$ cat src/logic/ccp_pkg.sv
package ccp_pkg;

   // ---------------------------------------------------------------
   // Register offsets
   // ---------------------------------------------------------------
   localparam logic [7:0] OFS_CTRL0  = 8'h00;
   localparam logic [7:0] OFS_CTRL1  = 8'h04;
   localparam logic [7:0] OFS_SRC    = 8'h08;
   localparam logic [7:0] OFS_STATUS = 8'h0c;

   // ---------------------------------------------------------------
   // Field positions
   // ---------------------------------------------------------------
   localparam int BIT_WAIT_OFF  = 2;
   localparam int BIT_MAIN_OFF  = 5;
   localparam int BIT_DIV8      = 6;
   localparam int BIT_ALL_STOP  = 0;
   localparam int BIT_DRIVE_HI  = 5;
   localparam int BIT_DIV_LO    = 6;
   localparam int BIT_DIV_HI    = 7;
   localparam int BIT_OSD_LO    = 0;
   localparam int BIT_OSD_HI    = 1;
   localparam int BIT_SRC_SEL   = 2;
   localparam int BIT_MAIN_STOP = 3;

   // ---------------------------------------------------------------
   // Values after reset
   // ---------------------------------------------------------------
   localparam logic [31:0] RST_CTRL0 = 32'h0000_0068;
   localparam logic [31:0] RST_CTRL1 = 32'h0000_0020;
   localparam logic [31:0] RST_SRC   = 32'h0000_0004;

   // ---------------------------------------------------------------
   // Clock source, ratios and timing
   // ---------------------------------------------------------------
   localparam logic       SRC_MAIN  = 1'b0;
   localparam logic       SRC_RING  = 1'b1;
   localparam logic [4:0] RATIO_1   = 5'h01;
   localparam logic [4:0] RATIO_2   = 5'h02;
   localparam logic [4:0] RATIO_4   = 5'h04;
   localparam logic [4:0] RATIO_8   = 5'h08;
   localparam logic [4:0] RATIO_16  = 5'h10;
   localparam logic [1:0] OSD_ON    = 2'h3;
   localparam int CLK_PERIOD_NS = 25;
   localparam int MAIN_TO_NS    = 1000;
   localparam logic [5:0] MAIN_TO_CYC =
      6'((MAIN_TO_NS + CLK_PERIOD_NS - 1) / CLK_PERIOD_NS);

   typedef enum logic [1:0] {
      MODE_RUN  = 2'b00,
      MODE_WAIT = 2'b01,
      MODE_STOP = 2'b10
   } ccp_mode_t;

endpackage
$ cat src/logic/ccp_edge_if.sv
interface ccp_edge_if;
   logic main_edge;
   logic ring_edge;
   modport src (output main_edge, output ring_edge);
   modport snk (input main_edge, input ring_edge);
endinterface

$ cat src/logic/ccp_clock_ctrl.sv
// How it works
// - After reset the CPU clock is the ring clock divided by eight.
// - Source select 0 picks the main clock; software waits for stable main.
// - Detect enabled 11 and main stopped: fall over to ring clock.
// - Divider codes give 1, 2, 4, 16; fixed div8 bit forces eight.
// - Writing all-clock-stop enters stop, sets div8 and drive high.
// - Timer clocks divide by 1,2,8,32; serial by 1,8,32.
// - Ring clock out at ring rate, plus that divided by 128.
// - Wait with peripheral-off bit gates timer, serial, converter clocks.
// - Ring clock and its slow clock keep running in wait.
// - Wait stops the CPU clock; both oscillators keep running.
// - Medium speed: main clock divided by 2, 4, 8 or 16.
// - Wait instruction enters wait; pins hold their state meanwhile.
// - Wake from wait restores the CPU clock used before.
// - Peripheral-off bit set: only externally clocked interrupts wake wait.
// - Stop turns off oscillators, CPU and peripheral clocks.
// - Only externally clocked wake sources end stop mode.
// - Stop wake runs the CPU from the prior source divided by eight.
module ccp_clock_ctrl (
   input  wire logic        clk,
   input  wire logic        rst,
   input  wire logic        psel,
   input  wire logic        penable,
   input  wire logic        pwrite,
   input  wire logic [7:0]  paddr,
   input  wire logic [31:0] pwdata,
   output logic [31:0]      prdata,
   output logic             pready,
   output logic             pslverr,
   input  wire logic        main_osc_clk,
   input  wire logic        ring_osc_clk,
   input  wire logic        wait_exec,
   input  wire logic        int_wake_irq,
   input  wire logic        ext_wake_irq,
   output logic             cpu_clk,
   output logic [3:0]       timer_clk,
   output logic [2:0]       serial_clk,
   output logic             converter_clock,
   output logic             ring_periph_clock,
   output logic             ring_derived_slow_clock,
   output logic             main_osc_enable,
   output logic             ring_osc_enable,
   output logic             osc_drive_high,
   output logic             pin_hold,
   output logic             main_stop_detected
);

   // ---------------------------------------------------------------
   // State
   // ---------------------------------------------------------------
   typedef struct packed {
      ccp_pkg::ccp_mode_t mode;
      logic        wait_off;
      logic        main_off;
      logic        div8;
      logic        all_stop;
      logic        drive_hi;
      logic [1:0]  div_sel;
      logic [1:0]  osd;
      logic        src_sel;
      logic        main_stop;
      logic        act_src;
      logic [4:0]  act_ratio;
      logic [4:0]  ccnt;
      logic        cpu_clk;
      logic [5:0]  pcnt;
      logic        adc;
      logic [7:0]  rcnt;
      logic [5:0]  mcnt;
      logic        main_en;
      logic        ring_en;
      logic        hold;
      logic [31:0] prdata;
      logic        pready;
      logic        pslverr;
   } ccp_state_t;

   ccp_state_t st;
   ccp_state_t next_st;
   ccp_edge_if e ();

   logic       wr;
   logic       src_e;
   logic       lost;
   logic       wake;

   ccp_osc_sync u_sync (
      .clk          (clk),
      .rst          (rst),
      .main_osc_clk (main_osc_clk),
      .ring_osc_clk (ring_osc_clk),
      .e            (e)
   );

   // Fixed div8 overrides the two divider bits
   function automatic logic [4:0] ratio_of(input logic d8, input logic [1:0] sel);
      logic [4:0] r;
      r = ccp_pkg::RATIO_1;
      if (d8) begin
         r = ccp_pkg::RATIO_8;
      end else if (sel == 2'h1) begin
         r = ccp_pkg::RATIO_2;
      end else if (sel == 2'h2) begin
         r = ccp_pkg::RATIO_4;
      end else if (sel == 2'h3) begin
         r = ccp_pkg::RATIO_16;
      end
      return r;
   endfunction

   // ---------------------------------------------------------------
   // Next state
   // ---------------------------------------------------------------
   always_comb begin
      next_st = st;
      wr = psel & penable & st.pready & pwrite;
      src_e = st.act_src ? e.ring_edge : e.main_edge;

      // Bus: answer in the first access cycle
      next_st.pready = psel & ~penable;
      next_st.pslverr = 1'b0;
      if (psel & ~penable) begin
         next_st.prdata = '0;
         if (paddr == ccp_pkg::OFS_CTRL0) begin
            next_st.prdata[ccp_pkg::BIT_WAIT_OFF] = st.wait_off;
            next_st.prdata[ccp_pkg::BIT_MAIN_OFF] = st.main_off;
            next_st.prdata[ccp_pkg::BIT_DIV8] = st.div8;
         end else if (paddr == ccp_pkg::OFS_CTRL1) begin
            next_st.prdata[ccp_pkg::BIT_ALL_STOP] = st.all_stop;
            next_st.prdata[ccp_pkg::BIT_DRIVE_HI] = st.drive_hi;
            next_st.prdata[ccp_pkg::BIT_DIV_HI:ccp_pkg::BIT_DIV_LO] = st.div_sel;
         end else if (paddr == ccp_pkg::OFS_SRC) begin
            next_st.prdata[ccp_pkg::BIT_OSD_HI:ccp_pkg::BIT_OSD_LO] = st.osd;
            next_st.prdata[ccp_pkg::BIT_SRC_SEL] = st.src_sel;
            next_st.prdata[ccp_pkg::BIT_MAIN_STOP] = st.main_stop;
         end else if (paddr == ccp_pkg::OFS_STATUS) begin
            next_st.prdata[7:0] = {st.act_ratio, st.act_src, st.mode};
         end else begin
            next_st.pslverr = 1'b1;
         end
      end

      // Register writes; ignored while the CPU is not running
      if (wr && st.mode == ccp_pkg::MODE_RUN) begin
         if (paddr == ccp_pkg::OFS_CTRL0) begin
            next_st.wait_off = pwdata[ccp_pkg::BIT_WAIT_OFF];
            next_st.main_off = pwdata[ccp_pkg::BIT_MAIN_OFF];
            next_st.div8 = pwdata[ccp_pkg::BIT_DIV8];
         end else if (paddr == ccp_pkg::OFS_CTRL1) begin
            next_st.drive_hi = pwdata[ccp_pkg::BIT_DRIVE_HI];
            next_st.div_sel = pwdata[ccp_pkg::BIT_DIV_HI:ccp_pkg::BIT_DIV_LO];
            if (pwdata[ccp_pkg::BIT_ALL_STOP]) begin
               next_st.all_stop = 1'b1;
               next_st.mode = ccp_pkg::MODE_STOP;
               next_st.div8 = 1'b1;
               next_st.drive_hi = 1'b1;
            end
         end else if (paddr == ccp_pkg::OFS_SRC) begin
            next_st.osd = pwdata[ccp_pkg::BIT_OSD_HI:ccp_pkg::BIT_OSD_LO];
            next_st.src_sel = pwdata[ccp_pkg::BIT_SRC_SEL];
            if (!pwdata[ccp_pkg::BIT_MAIN_STOP]) begin
               next_st.main_stop = 1'b0;
            end
         end
      end

      // ------------------------------------------------------------
      // Main oscillator loss watch
      // ------------------------------------------------------------
      if (e.main_edge) begin
         next_st.mcnt = '0;
      end else if (st.mcnt != ccp_pkg::MAIN_TO_CYC) begin
         next_st.mcnt = st.mcnt + 6'h01;
      end
      lost = !e.main_edge && st.mcnt == ccp_pkg::MAIN_TO_CYC - 6'h01
             && st.osd == ccp_pkg::OSD_ON && st.act_src == ccp_pkg::SRC_MAIN
             && st.mode == ccp_pkg::MODE_RUN;
      if (lost) begin
         // Set wins over a clearing write in the same cycle
         next_st.src_sel = ccp_pkg::SRC_RING;
         next_st.main_stop = 1'b1;
      end

      // ------------------------------------------------------------
      // Power modes
      // ------------------------------------------------------------
      wake = ext_wake_irq | (int_wake_irq & ~st.wait_off);
      if (st.mode == ccp_pkg::MODE_RUN && wait_exec && !next_st.all_stop) begin
         next_st.mode = ccp_pkg::MODE_WAIT;
      end else if (st.mode == ccp_pkg::MODE_WAIT && wake) begin
         next_st.mode = ccp_pkg::MODE_RUN;
      end else if (st.mode == ccp_pkg::MODE_STOP && ext_wake_irq) begin
         next_st.mode = ccp_pkg::MODE_RUN;
         next_st.all_stop = 1'b0;
         if (!st.cpu_clk) begin
            next_st.act_src = st.src_sel;
            next_st.act_ratio = ccp_pkg::RATIO_8;
            next_st.ccnt = '0;
         end
      end
      next_st.hold = next_st.mode != ccp_pkg::MODE_RUN;
      next_st.main_en = !next_st.main_off && next_st.mode != ccp_pkg::MODE_STOP;
      // Ring never stops outside stop, so a lost main always has a fallback
      next_st.ring_en = next_st.mode != ccp_pkg::MODE_STOP;

      // ------------------------------------------------------------
      // CPU clock divider
      // ------------------------------------------------------------
      // Outside run only the high phase may finish, so no runt pulse
      if (lost) begin
         // Main is silent, so the current phase, high or low, is simply restarted on ring
         next_st.act_src = ccp_pkg::SRC_RING;
         next_st.ccnt = '0;
      end else if ((st.mode == ccp_pkg::MODE_RUN || st.cpu_clk) && src_e) begin
         if (st.ccnt == st.act_ratio - 5'h01) begin
            next_st.ccnt = '0;
            next_st.cpu_clk = ~st.cpu_clk;
            if (st.cpu_clk) begin
               // New setting only from a falling edge on
               next_st.act_src = next_st.src_sel;
               next_st.act_ratio = ratio_of(next_st.div8, next_st.div_sel);
            end
         end else begin
            next_st.ccnt = st.ccnt + 5'h01;
         end
      end else if (st.mode != ccp_pkg::MODE_RUN) begin
         next_st.ccnt = '0;
      end

      // ------------------------------------------------------------
      // Peripheral clocks
      // ------------------------------------------------------------
      if (st.mode == ccp_pkg::MODE_STOP
          || (st.mode == ccp_pkg::MODE_WAIT && st.wait_off)) begin
         next_st.pcnt = '0;
         next_st.adc = 1'b0;
      end else begin
         if (src_e) begin
            next_st.pcnt = st.pcnt + 6'h01;
         end
         if (e.main_edge) begin
            next_st.adc = ~st.adc;
         end
      end
      if (st.mode == ccp_pkg::MODE_STOP) begin
         next_st.rcnt = '0;
      end else if (e.ring_edge) begin
         next_st.rcnt = st.rcnt + 8'h01;
      end
   end

   // ---------------------------------------------------------------
   // Registers
   // ---------------------------------------------------------------
   always_ff @(posedge clk or posedge rst) begin
      if (rst) begin
         st <= '0;
         st.mode <= ccp_pkg::MODE_RUN;
         st.wait_off <= ccp_pkg::RST_CTRL0[ccp_pkg::BIT_WAIT_OFF];
         st.main_off <= ccp_pkg::RST_CTRL0[ccp_pkg::BIT_MAIN_OFF];
         st.div8 <= ccp_pkg::RST_CTRL0[ccp_pkg::BIT_DIV8];
         st.drive_hi <= ccp_pkg::RST_CTRL1[ccp_pkg::BIT_DRIVE_HI];
         st.src_sel <= ccp_pkg::RST_SRC[ccp_pkg::BIT_SRC_SEL];
         st.act_src <= ccp_pkg::SRC_RING;
         st.act_ratio <= ccp_pkg::RATIO_8;
         st.ring_en <= 1'b1;
      end else begin
         st <= next_st;
      end
   end

   // ---------------------------------------------------------------
   // Outputs, all straight from state
   // ---------------------------------------------------------------
   assign prdata = st.prdata;
   assign pready = st.pready;
   assign pslverr = st.pslverr;
   assign cpu_clk = st.cpu_clk;
   assign timer_clk = {st.pcnt[5], st.pcnt[3], st.pcnt[1], st.pcnt[0]};
   assign serial_clk = {st.pcnt[5], st.pcnt[3], st.pcnt[0]};
   assign converter_clock = st.adc;
   assign ring_periph_clock = st.rcnt[0];
   assign ring_derived_slow_clock = st.rcnt[7];
   assign main_osc_enable = st.main_en;
   assign ring_osc_enable = st.ring_en;
   assign osc_drive_high = st.drive_hi;
   assign pin_hold = st.hold;
   assign main_stop_detected = st.main_stop;
endmodule // ccp_clock_ctrl

$ cat src/logic/ccp_osc_sync.sv
module ccp_osc_sync (
   input  wire logic clk,
   input  wire logic rst,
   input  wire logic main_osc_clk,
   input  wire logic ring_osc_clk,
   ccp_edge_if.src   e
);

   typedef struct packed {
      logic [2:0] m;
      logic [2:0] r;
   } ccp_sync_t;

   ccp_sync_t st;
   ccp_sync_t next_st;

   always_comb begin
      next_st   = st;
      next_st.m = {st.m[1:0], main_osc_clk};
      next_st.r = {st.r[1:0], ring_osc_clk};
   end

   always_ff @(posedge clk or posedge rst) begin
      if (rst) begin
         st <= '0;
      end else begin
         st <= next_st;
      end
   end

   // Both edges count: each one is half a source period
   assign e.main_edge = st.m[2] ^ st.m[1];
   assign e.ring_edge = st.r[2] ^ st.r[1];

endmodule // ccp_osc_sync

$ cat config.mk
export PLATFORM = sky130hd
export DESIGN_NAME = ccp_clock_ctrl
export DESIGN_NICKNAME = d
export VERILOG_FILES = /design/src/logic/ccp_pkg.sv /design/src/logic/ccp_edge_if.sv /design/src/logic/ccp_clock_ctrl.sv /design/src/logic/ccp_osc_sync.sv
export SDC_FILE = /design/constraint.sdc
export NUM_CORES = 1
export LEC_CHECK = 0
export ABC_AREA = 1
export BUFFER_PORTS_ARGS = -buffer_cell sky130_fd_sc_hd__clkbuf_2
export CORE_MARGIN = 4
export CORE_UTILIZATION = 40
export CTS_BUF_LIST = sky130_fd_sc_hd__clkbuf_4 sky130_fd_sc_hd__clkbuf_8 sky130_fd_sc_hd__clkbuf_16
export DETAILED_ROUTE_END_ITERATION = 8
export PLACE_DENSITY = 0.75
export SETUP_SLACK_MARGIN = 0.3
export SLEW_MARGIN = 30
export SYNTH_ARGS = -nofsm -noshare
export SYNTH_HDL_FRONTEND = slang
export SYNTH_HIERARCHICAL = 1
export SYNTH_SLANG_ARGS = --single-unit
export TNS_END_PERCENT = 5
$ cat constraint.sdc
create_clock -name clk -period 2.4 [get_ports clk]
set_clock_uncertainty 0.05 [all_clocks]
set_input_delay 0.24 -clock clk [delete_from_list [all_inputs] [get_ports clk]]
set_output_delay 0.24 -clock clk [all_outputs]
set_load 0.01 [all_outputs]
==> reports/results.tsv, run 1 <==
stage	metric	value	unit
run_status	status	complete, no violations	
clocking	clk buf depth	2	
clocking	CTS H-tree lvls	3	
power	Clock Power Share	0.336	
clocking	Post-CTS Setup Inserts	0	
drt	1st-iter DRT viols	166	
critical_path	worst path cell trace	inv_1, ha_1, inv_1, nand2_1, nand2_1, nor2_1, nand2_1, nor2_2, nand2_1, nand2_1, inv_1, nor2_2, nor2_1	
clocking	Root Driver	clkbuf_8	
power	pwr/cell area	774	nW/um^2
layout	Ant. Diodes	0	
timing	post-layout min period	1.90	ns
critical_path	crit path to	st[61]	
placed_design	PortBufs	50	
clocking	Worst-path clk slew	0.07	ns
layout	FF+latch area	1640	sq um
synth	Syn Inst Count	442	
timing	Max Slew Vio Count	0	
clocking	CTS tree	built	
critical_path	required time worst endpoint	2.57	ns
timing	RSZ-0062 raised after global routing	no	
drt	Routed Wire Length	7500	microns
power	largest vdd supply drop	0.317	mV
layout	Area Overhead vs Synth	12.7	%
power	Net Sw Frac	0.319	
critical_path	WP depth	13	
layout	post-route cell area	4130	sq um
layout	share of post-route cells with drive strength above 1	0.240	
die	Vert. Die Dim	104	microns
grt	GR Overflow Total	0	
critical_path	Reg-to-Reg Start	st[64]	
timing	Hold Vio Cnt, Final	0	
grt	vias in the first global route	2797	
placed_design	dpl ws	0.533	ns
critical_path	Bufs and invs on worst path	3	
grt	GRT Util Overall	0.147	
timing	post-route clock period utilization	0.791	
synth	EDFF count, synth	0	
critical_path	Slowest-stage cell, CP	dfrtp_1	
synth	Async SR Flop Fraction	1.00	
job	max-cap violation count	0	
die	Starting Density	0.416	
synth	YS warnings	6	
grt	first-pass GRT wire length	13000	microns
power	Static Leak	0.00216	uW
synth	Mapped Area	3660	sq um
critical_path	crit path kind	register to register	
critical_path	crit path launch type	register	
power	Comb pwr share	0.231	
grt	largest net degree at the start of global routing	60	
die	Core Area	8810	sq um
clocking	Worst-Skew Late Latency	0.35	ns
drt	DRC violations left	0	
worst_hold_path	hold depth	2	
placed_design	DP Wirelength	5780	microns
critical_path	max incr delay on CP	0.41	ns
timing	fmax	526	MHz
layout	# fillers	840	
layout	Multi-input gate area	1570	sq um
clocking	cts bufs inserted	9	
synth	synthesized flop and latch total	65	
power	sequential share of power	0.433	
layout	final net count	547	
critical_path	cell mode on critical path	nand2_1	
drt	antenna-violating nets left	0	
layout	Non-Filler Instances	604	
synth	library cells used by synthesis	39	
critical_path	crit path max fanout	4	
drt	DR vias/cell	4.75	
critical_path	reg2reg end	st[61]	
power	Pint	2170	uW
synth	synthesized area per cell	8.29	sq um
worst_hold_path	Hold WC Path Type	primary input to register	
grt	initial antenna violation count	0	
critical_path	reg2reg path depth	13	
critical_path	Top delay family on crit path	simple AND/OR/NAND/NOR gates	
placed_design	Inst Count DP	585	
synth	prevailing post-synth register cell	dfrtp_1	
clocking	clock sink total	65	
die	total I/O pin count	100	
placed_design	Placement Cell Area	3870	sq um
timing	setup tns final	0	ns
die	DIE WIDTH	104	microns
synth	register area share after synthesis	0.446	
timing	final worst slack	0.500	ns
timing	worst-case hold slack	0.0932	ns
timing	final setup violation count	0	
critical_path	critical path launch point	st[64]	
critical_path	Crit. End Element	register	
power	NetSw	1020	uW
drt	post-DR wirelength/cell	12.4	microns
die	FP Rows	34	
placed_design	Final GP Congestion	0.835	
critical_path	CP Data Arrival Time	2.07	ns
drt	DRT Pass-1 Iters	4	
die	Die Footprint	10800	sq um
worst_hold_path	min-delay src	pwdata[1]	
critical_path	FF-to-FF setup slack	0.50	ns
drt	DR vias	2870	
synth_stat cells, types with 2 or more instances:
| master | instances | area share |
|---|---|---|
| inv_2 | 9 | 0.0092 |
| nor3_1 | 8 | 0.011 |
| nand3_4 | 4 | 0.019 |
| nand3_1 | 17 | 0.023 |
| ha_1 | 6 | 0.020 |
| dfstp_2 | 7 | 0.050 |
| nand4_2 | 2 | 0.0068 |
| o21ai_0 | 28 | 0.038 |
| nor3_2 | 2 | 0.0055 |
| nand4_1 | 3 | 0.0051 |
| xor2_1 | 3 | 0.0072 |
| nor2_1 | 40 | 0.041 |
| nor2_8 | 3 | 0.016 |
| nor2_2 | 4 | 0.0068 |
| inv_1 | 57 | 0.058 |
| xnor2_1 | 2 | 0.0048 |
| nand2_1 | 101 | 0.10 |
| a21oi_4 | 2 | 0.0089 |
| dfrtp_1 | 58 | 0.40 |
| o21ai_1 | 2 | 0.0027 |
| nor2_4 | 2 | 0.0061 |
| buf_4 | 39 | 0.080 |
| a21oi_1 | 18 | 0.025 |
| nand2_2 | 10 | 0.017 |
state kept, by name, summed over array words and instances, names as in the netlist, 2 cells and up:
| register | flops |
|---|---|
| serial_clk | 3 |
| st | 36 |
| u_sync/next_st | 4 |
| prdata | 8 |
| u_sync/st | 2 |
worst min path at each step:
stage               slack (ns)                end
finish                    0.09             st[73]
global placement          0.11       u_sync/st[2]
CTS                       0.09             st[73]
global route              0.09             st[73]
detailed placement        0.11       u_sync/st[5]
floorplan                -0.02  u_sync/next_st[1]
per-layer routing:
layer | vias to the layer above | part of all wire | track usage
li1 | 1432 | - | -
met1 | 1341 | 0.44 | 0.187
met2 | 81 | 0.48 | 0.240
met3 | 16 | 0.059 | 0.0373
met4 | 0 | 0.022 | 0.0589
met5 | - | 0 | 0
logic make-up after synthesis:
kind of cell / Yosys count / share of synthesized area
other: 1 / 0.00102
and+or+nand+nor: 203 / 0.279
xor gates and xnor gates: 5 / 0.0120
muxes: 2 / 0.00580
AOI/OAI and AO/OA: 54 / 0.0864
DFF: 65 / 0.446
adders and majority gates: 6 / 0.0205
buffers and inverters: 106 / 0.149
worst register-to-register path: stages (launching register included):
cell     delay [ns]
dfrtp_1        0.41
inv_1          0.11
ha_1           0.31
inv_1          0.04
nand2_1        0.05
nand2_1        0.04
nor2_1         0.08
nand2_1        0.07
nor2_2         0.16
nand2_1        0.09
nand2_1        0.10
inv_1          0.07
nor2_2         0.13
nor2_1         0.07
metrics by stage:
| stage | util | total power [uW] |
|---|---|---|
| global placement | 0.439 | 2100 |
| detailed placement | 0.439 | 2140 |
| finish | 0.469 | 3190 |
| CTS | 0.469 | 3230 |
| floorplan | - | 1990 |
| global route | 0.469 | 3400 |
layout by cell type, fill, tap and decap left out, types with 2 or more instances in the layout:
| master | count |
|---|---|
| a21oi_1 | 18 |
| a21oi_4 | 2 |
| bufinv_16 | 2 |
| clkbuf_2 | 50 |
| clkbuf_8 | 11 |
| conb_1 | 24 |
| dfrtp_1 | 58 |
| dfstp_2 | 7 |
| dlygate4sd3_1 | 3 |
| ha_1 | 6 |
| inv_1 | 56 |
| inv_2 | 10 |
| nand2_1 | 101 |
| nand2_2 | 10 |
| nand3_1 | 17 |
| nand3_4 | 4 |
| nand4_1 | 3 |
| nand4_2 | 2 |
| nor2_1 | 40 |
| nor2_2 | 4 |
| nor2_4 | 2 |
| nor2_8 | 3 |
| nor3_1 | 8 |
| nor3_2 | 2 |
| o21ai_0 | 28 |
| o21ai_1 | 2 |
| xnor2_1 | 2 |
| xor2_1 | 3 |
final cells by class:
| cell class | count | area share |
|---|---|---|
| Sequential cell | 65 | 0.396 |
| Multi-Input combinational cell | 294 | 0.380 |
| Timing Repair Buffer | 55 | 0.0745 |
| Inverter | 66 | 0.0600 |
| Clock buffer | 12 | 0.0385 |
| Tap cell | 108 | 0.0327 |
| Clock inverter | 4 | 0.0179 |
power groups by stage:
stage / registers (uW) / logic (uW) / clock network, uW
2_1_floorplan: 1390 / 603 / 0
3_3_place_gp: 1390 / 707 / 0
3_5_place_dp: 1400 / 733 / 0
4_1_cts: 1380 / 746 / 1100
5_1_grt: 1410 / 843 / 1150
6_report: 1380 / 737 / 1070
timing repair:
| item | 4_1_cts | 5_1_grt |
|---|---|---|
| hold endpoints to repair | 60 | 0 |
| hold buffers | 3 | 0 |
| resized for setup | 0 | 0 |
Power figures use the tool's default switching activity.
==> inputs of run 2 (changes only) <==
--- a/config.mk
+++ b/config.mk
@@ -11,7 +11,7 @@
 export CORE_UTILIZATION = 40
 export CTS_BUF_LIST = sky130_fd_sc_hd__clkbuf_4 sky130_fd_sc_hd__clkbuf_8 sky130_fd_sc_hd__clkbuf_16
 export DETAILED_ROUTE_END_ITERATION = 8
-export PLACE_DENSITY = 0.75
+export PLACE_DENSITY = 0.77
 export SETUP_SLACK_MARGIN = 0.3
 export SLEW_MARGIN = 30
 export SYNTH_ARGS = -nofsm -noshare
==> constraint.sdc (replaced) <==
create_clock -name clk -period 1.7 [get_ports clk]
set_clock_uncertainty 0.05 [all_clocks]
set_input_delay 0.17 -clock clk [delete_from_list [all_inputs] [get_ports clk]]
set_output_delay 0.17 -clock clk [all_outputs]
set_load 0.01 [all_outputs]
==> reports/results.tsv, run 2 (synthesized netlist as in run 1, its figures left out) <==
stage	metric	value	unit
run_status	status	complete, but fails checks	
run_status	failing checks	negative setup slack	
die	FP Rows	34	
critical_path	worst path cell trace	inv_1, ha_4, inv_2, nand2_2, nand2_1, nor2_1, nand2_1, nor2_4, nand4_4, inv_2, nand4_1, nand2_1	
critical_path	max incr delay on CP	0.35	ns
grt	vias in the first global route	3106	
grt	global-route met3 utilization	0.0473	
critical_path	Reg-to-Reg Start	st[65]	
critical_path	required time worst endpoint	1.93	ns
critical_path	Crit. End Element	register	
worst_hold_path	min-delay src	pwdata[5]	
critical_path	crit path kind	register to register	
timing	final worst slack	-0.00805	ns
layout	share of post-route cells with drive strength above 1	0.351	
critical_path	reg2reg end	st[68]	
grt	GRT Util Overall	0.160	
layout	commonest non-fill, non-tap cell in the layout	nand2_1	
layout	Largest register FFs	36	
grt	first-pass GRT wire length	14200	microns
timing	post-layout min period	1.71	ns
drt	post-DR wirelength/cell	13.1	microns
clocking	cts bufs inserted	9	
worst_hold_path	Hold WC Path Type	primary input to register	
layout	Ant. Diodes	0	
timing	Hold Vio Cnt, Final	0	
drt	antenna-violating nets left	0	
die	Starting Density	0.416	
power	largest vdd supply drop	0.484	mV
worst_hold_path	hold depth	3	
worst_hold_path	Hold Path Sink	st[79]	
clocking	Worst-Skew Late Latency	0.34	ns
clocking	CTS H-tree lvls	3	
die	total I/O pin count	100	
clocking	Worst-path clk slew	0.06	ns
power	pwr/cell area	1020	nW/um^2
timing	post-route clock period utilization	1.00	
drt	DR vias/cell	4.81	
die	DIE WIDTH	104	microns
timing	final setup violation count	2	
layout	# fillers	768	
grt	busiest grt layer	met2	
grt	GRT met2 Usage	0.283	
layout	FF+latch area	1640	sq um
placed_design	Final GP Congestion	0.864	
timing	RSZ-0062 raised after global routing	yes	
layout	Area Overhead vs Synth	22.3	%
layout	largest reg by FF count	st	
timing	worst-case hold slack	0.0465	ns
die	Core Area	8810	sq um
critical_path	FF-to-FF setup slack	-0.008	ns
drt	1st-iter DRT viols	209	
power	Static Leak	0.00231	uW
clocking	clk buf depth	2	
drt	DRC violations left	0	
grt	GR Overflow Total	0	
die	Die Footprint	10800	sq um
layout	final net count	568	
placed_design	PortBufs	50	
clocking	Root Driver	clkbuf_8	
clocking	clock sink total	65	
grt	initial antenna violation count	0	
placed_design	DP Wirelength	6070	microns
layout	most frequent cells in the layout	84 x nand2_1, 58 x dfrtp_1, 50 x clkbuf_2	
critical_path	Slowest-stage cell, CP	dfrtp_1	
critical_path	CP Data Arrival Time	1.94	ns
clocking	CTS tree	built	
critical_path	reg2reg path depth	12	
critical_path	cell mode on critical path	nand2_1	
drt	DR vias	3004	
timing	Max Slew Vio Count	0	
power	Total Power	4590	uW
drt	DRT Pass-1 Iters	7	
drt	Routed Wire Length	8190	microns
critical_path	crit path max fanout	5	
layout	Multi-input gate area	1780	sq um
grt	met1 Track Usage GR	0.188	
timing	fmax	585	MHz
critical_path	crit path launch type	register	
job	max-cap violation count	0	
grt	largest net degree at the start of global routing	35	
die	Vert. Die Dim	104	microns
[run 2: cell count changes in the layout (fill, tap and decap cells not counted), moves of 8 or more]
| cell | change |
|---|---|
| o21ai_0 | -12 |
| nand2_1 | -17 |
| inv_1 | -8 |
| nand2_2 | +13 |
| o21ai_1 | +8 |
| buf_4 | +16 |
[run 2: critical path, delay by kind of cell, from the launching register on]
kind                     cells  cell delay, ns
AND/OR/NAND/NOR              8            0.70
buffers and inverters        3            0.27
adder cells (fa/ha/maj)      1            0.28
flip-flops                   1            0.35
[run 2: report_power, final]
group          internal (uW)  switching, uW
registers               1770            210
clock network            761            572
logic                    491            792
total                   3020           1570
[run 2: layer usage]
metal | up-vias | part of all wire
li1 | 1468 | -
met1 | 1433 | 0.41
met2 | 93 | 0.52
met3 | 10 | 0.057
met4 | 0 | 0.013
met5 | - | 0
[run 2: how the worst max path moves through the flow]
stage | from | end | slack [ns] | cells past startpoint
final | st[65] | st[68] | -0.008 | 12
after global routing | st[64] | st[68] | -0.15 | 12
after CTS | st[64] | st[61] | -0.007 | 13
after detailed placement | st[64] | st[63] | -0.05 | 13
after global placement | st[65] | st[61] | 0.01 | 13
after floorplan | st[64] | st[61] | 0.11 | 13
[run 2: cell type report]
cell class              count  share of cell area
multi-input cells         294               0.398
flip-flops and latches     65               0.365
repair buffers             76               0.105
inverters                  66              0.0572
clock buffers              12              0.0355
well taps                 108              0.0302
clock inverters             3             0.00893
[run 2: through the flow]
step	setup slack, ns	std cells	setup TNS (ns)	instance area, sq um	utilization
6_report	-0.00805	624	-0.0104	4480	0.509
5_1_grt	-0.152	624	-1.23	4480	0.509
4_1_cts	-0.00694	622	-0.00694	4380	0.497
3_5_place_dp	-0.0546	601	-0.374	3980	0.452
3_3_place_gp	0.0110	601	0	3980	0.452
2_1_floorplan	0.107	465	0	3750	-
[run 2: repair_timing]
action	CTS	global route
pin swaps	27	32
hold endpoints to repair	63	0
resized for setup	44	33
setup buffers	0	2
hold buffers	6	0
gates cloned	0	0
setup endpoints to repair	30	41
==> inputs of run 3 (changes only) <==
--- a/config.mk
+++ b/config.mk
@@ -5,7 +5,7 @@
 export SDC_FILE = /design/constraint.sdc
 export NUM_CORES = 1
 export LEC_CHECK = 0
-export ABC_AREA = 1
+export ABC_AREA = 0
 export BUFFER_PORTS_ARGS = -buffer_cell sky130_fd_sc_hd__clkbuf_2
 export CORE_MARGIN = 4
 export CORE_UTILIZATION = 40
==> reports/results.tsv, run 3 <==
stage	metric	value	unit
clocking	Worst-Skew Late Latency	0.34	ns
layout	Non-Filler Instances	539	
drt	DR vias/cell	4.96	
synth	synthesized flop and latch total	65	
placed_design	Inst Count DP	516	
clocking	clock sink total	65	
synth	fraction of synthesized cell area in xor and xnor cells	0.0638	
synth	Yosys top cell area share	0.407	
drt	DRC violations left	0	
grt	GR Overflow Total	0	
die	Die Footprint	10500	sq um
grt	GRT met2 Usage	0.261	
synth	Mapped Area	3570	sq um
grt	GRT Util Overall	0.152	
synth	mux cell area share after synthesis	0.0873	
die	Vert. Die Dim	102	microns
timing	Hold Vio Cnt, Final	0	
timing	worst-case hold slack	0.0255	ns
die	FP Rows	34	
placed_design	DP Wirelength	5670	microns
synth	synthesized area per cell	10.4	sq um
die	Starting Density	0.411	
drt	antenna-violating nets left	0	
critical_path	CP Data Arrival Time	2.04	ns
grt	largest net degree at the start of global routing	60	
job	max-cap violation count	0	
layout	final net count	482	
synth	Post-synth top cells	58 x dfrtp_1, 40 x buf_4, 33 x nor2_1	
synth	main combinational cell family by area after synthesis	simple AND/OR/NAND/NOR gates	
die	total I/O pin count	100	
power	largest vdd supply drop	0.544	mV
synth	Compound-Gate Fraction of Synth Area	0.0663	
layout	largest reg by FF count	st	
drt	Routed Wire Length	7960	microns
clocking	CTS tree	built	
synth	area leader, netlist	dfrtp_1	
critical_path	Crit. End Element	register	
critical_path	crit path launch type	register	
synth	Syn Inst Count	344	
layout	commonest non-fill, non-tap cell in the layout	dfrtp_1	
timing	Max Slew Vio Count	0	
run_status	failing checks	negative setup slack	
timing	post-route clock period utilization	1.09	
synth	prevailing post-synth register cell	dfrtp_1	
grt	global-route met3 utilization	0.0375	
clocking	clk buf depth	2	
clocking	Root Driver	clkbuf_8	
grt	busiest grt layer	met2	
power	pwr/cell area	982	nW/um^2
placed_design	PortBufs	50	
timing	final worst slack	-0.161	ns
layout	Area Overhead vs Synth	26.4	%
grt	vias in the first global route	2664	
power	Static Leak	0.00210	uW
synth	Synth Area in Simple Gates	0.177	
drt	1st-iter DRT viols	114	
timing	final setup violation count	15	
critical_path	crit path max fanout	4	
synth	top cells by area, synth	dfrtp_1 41%, buf_4 8.4%, dfstp_2 5.2%	
synth	post-synthesis adder-cell area fraction	0.0210	
critical_path	FF-to-FF setup slack	-0.16	ns
timing	fmax	537	MHz
critical_path	crit path kind	register to register	
synth	EDFF count, synth	0	
grt	initial antenna violation count	0	
critical_path	required time worst endpoint	1.87	ns
drt	DR vias	2675	
synth	library cells used by synthesis	56	
grt	met1 Track Usage GR	0.186	
die	Core Area	8680	sq um
layout	Ant. Diodes	0	
drt	DRT Pass-1 Iters	4	
run_status	status	complete, but fails checks	
synth	Async SR Flop Fraction	1.00	
timing	post-layout min period	1.86	ns
layout	share of post-route cells with drive strength above 1	0.413	
clocking	CTS H-tree lvls	3	
layout	Largest register FFs	36	
synth	count leader, synth	dfrtp_1	
clocking	cts bufs inserted	9	
clocking	Worst-path clk slew	0.07	ns
synth	register area share after synthesis	0.458	
grt	first-pass GRT wire length	12500	microns
layout	most frequent cells in the layout	57 x dfrtp_1, 50 x clkbuf_2, 32 x buf_4	
synth	YS warnings	6	
worst_hold_path	Hold WC Path Type	primary input to register	
drt	post-DR wirelength/cell	14.8	microns
timing	RSZ-0062 raised after global routing	yes	
die	DIE WIDTH	102	microns
placed_design	Final GP Congestion	0.794	
-- run 3: cell count changes in the layout (fill, tap and decap cells not counted), sizes merged, moves of 5 or more --
cell	change
nand2	-84
inv	-48
buf	+24
o21ai	-20
a21oi	-18
mux2i	+17
nor2	-16
xor2	+12
mux2	+10
nand3	-9
xnor2	+9
and4	+5
nor2b	+5
nor3	-5
-- run 3: worst paths after layout --
path / startpoint / to / depth (start not counted)
setup / recovery: st[64] / cpu_clk / 6
max in group asynchronous: rst / st[69] / 4
min in group asynchronous: rst / u_sync/next_st[1] / 3
hold / removal: pwdata[5] / osc_drive_high / 3
setup reg to reg: st[64] / cpu_clk / 6
hold reg to reg: u_sync/next_st[4] / u_sync/next_st[5] / 0
-- run 3: final cells by class --
cell class              instances  area (sq um)
inverters                      17          71.3
fillers                       742          4170
clock inverters                 5          55.1
flip-flops and latches         65          1640
multi-input cells             235          1790
clock buffers                  11           145
repair buffers                 98           674
well taps                     108           135
-- run 3: what timing repair did --
item	4_1_cts	5_1_grt
hold endpoints to repair	61	0
setup endpoints to repair	41	43
pin swaps	20	32
hold buffers	4	0
setup buffers	1	2
resized for setup	31	29
-- run 3: per-layer routing --
layer / part of all wire / up-vias
li1: - / 1272
met5: 0 / -
met2: 0.53 / 75
met1: 0.40 / 1317
met3: 0.053 / 11
met4: 0.015 / 0
-- run 3: cell families (layout without fill, tap and decap cells) --
group	after synthesis	count (layout)
buf+inv	67	131
xor+xnor	26	26
fa+ha+maj	6	6
mux	29	29
simple gates	116	116
flops	65	65
other cells	1	24
compound gates	34	34
-- run 3: metrics by stage --
step | cell area (sq um) | setup WS (ns) | setup TNS, ns | power, uW | util
2_1_floorplan | 3680 | -0.111 | -0.521 | 2710 | -
3_3_place_gp | 4000 | -0.103 | -0.707 | 2870 | 0.461
3_5_place_dp | 4000 | -0.191 | -1.13 | 2940 | 0.461
4_1_cts | 4390 | -0.116 | -0.667 | 4370 | 0.505
5_1_grt | 4510 | -0.228 | -2.06 | 4680 | 0.520
6_report | 4510 | -0.161 | -1.03 | 4430 | 0.520
-- run 3: critical path: stages, from the launching register on --
cell and delay (ns):
dfrtp_1 0.38, buf_4 0.15, nor3_1 0.25, xnor2_1 0.19, nand2_2 0.13, nor3b_2 0.26, mux2_4 0.33
-- run 3: report_power, final --
group          internal (uW)  leakage [uW]  switching [uW]
clock                    729     0.0000987             599
combinational            539       0.00118             566
sequential              1760      0.000822             235
total                   3030       0.00210            1400
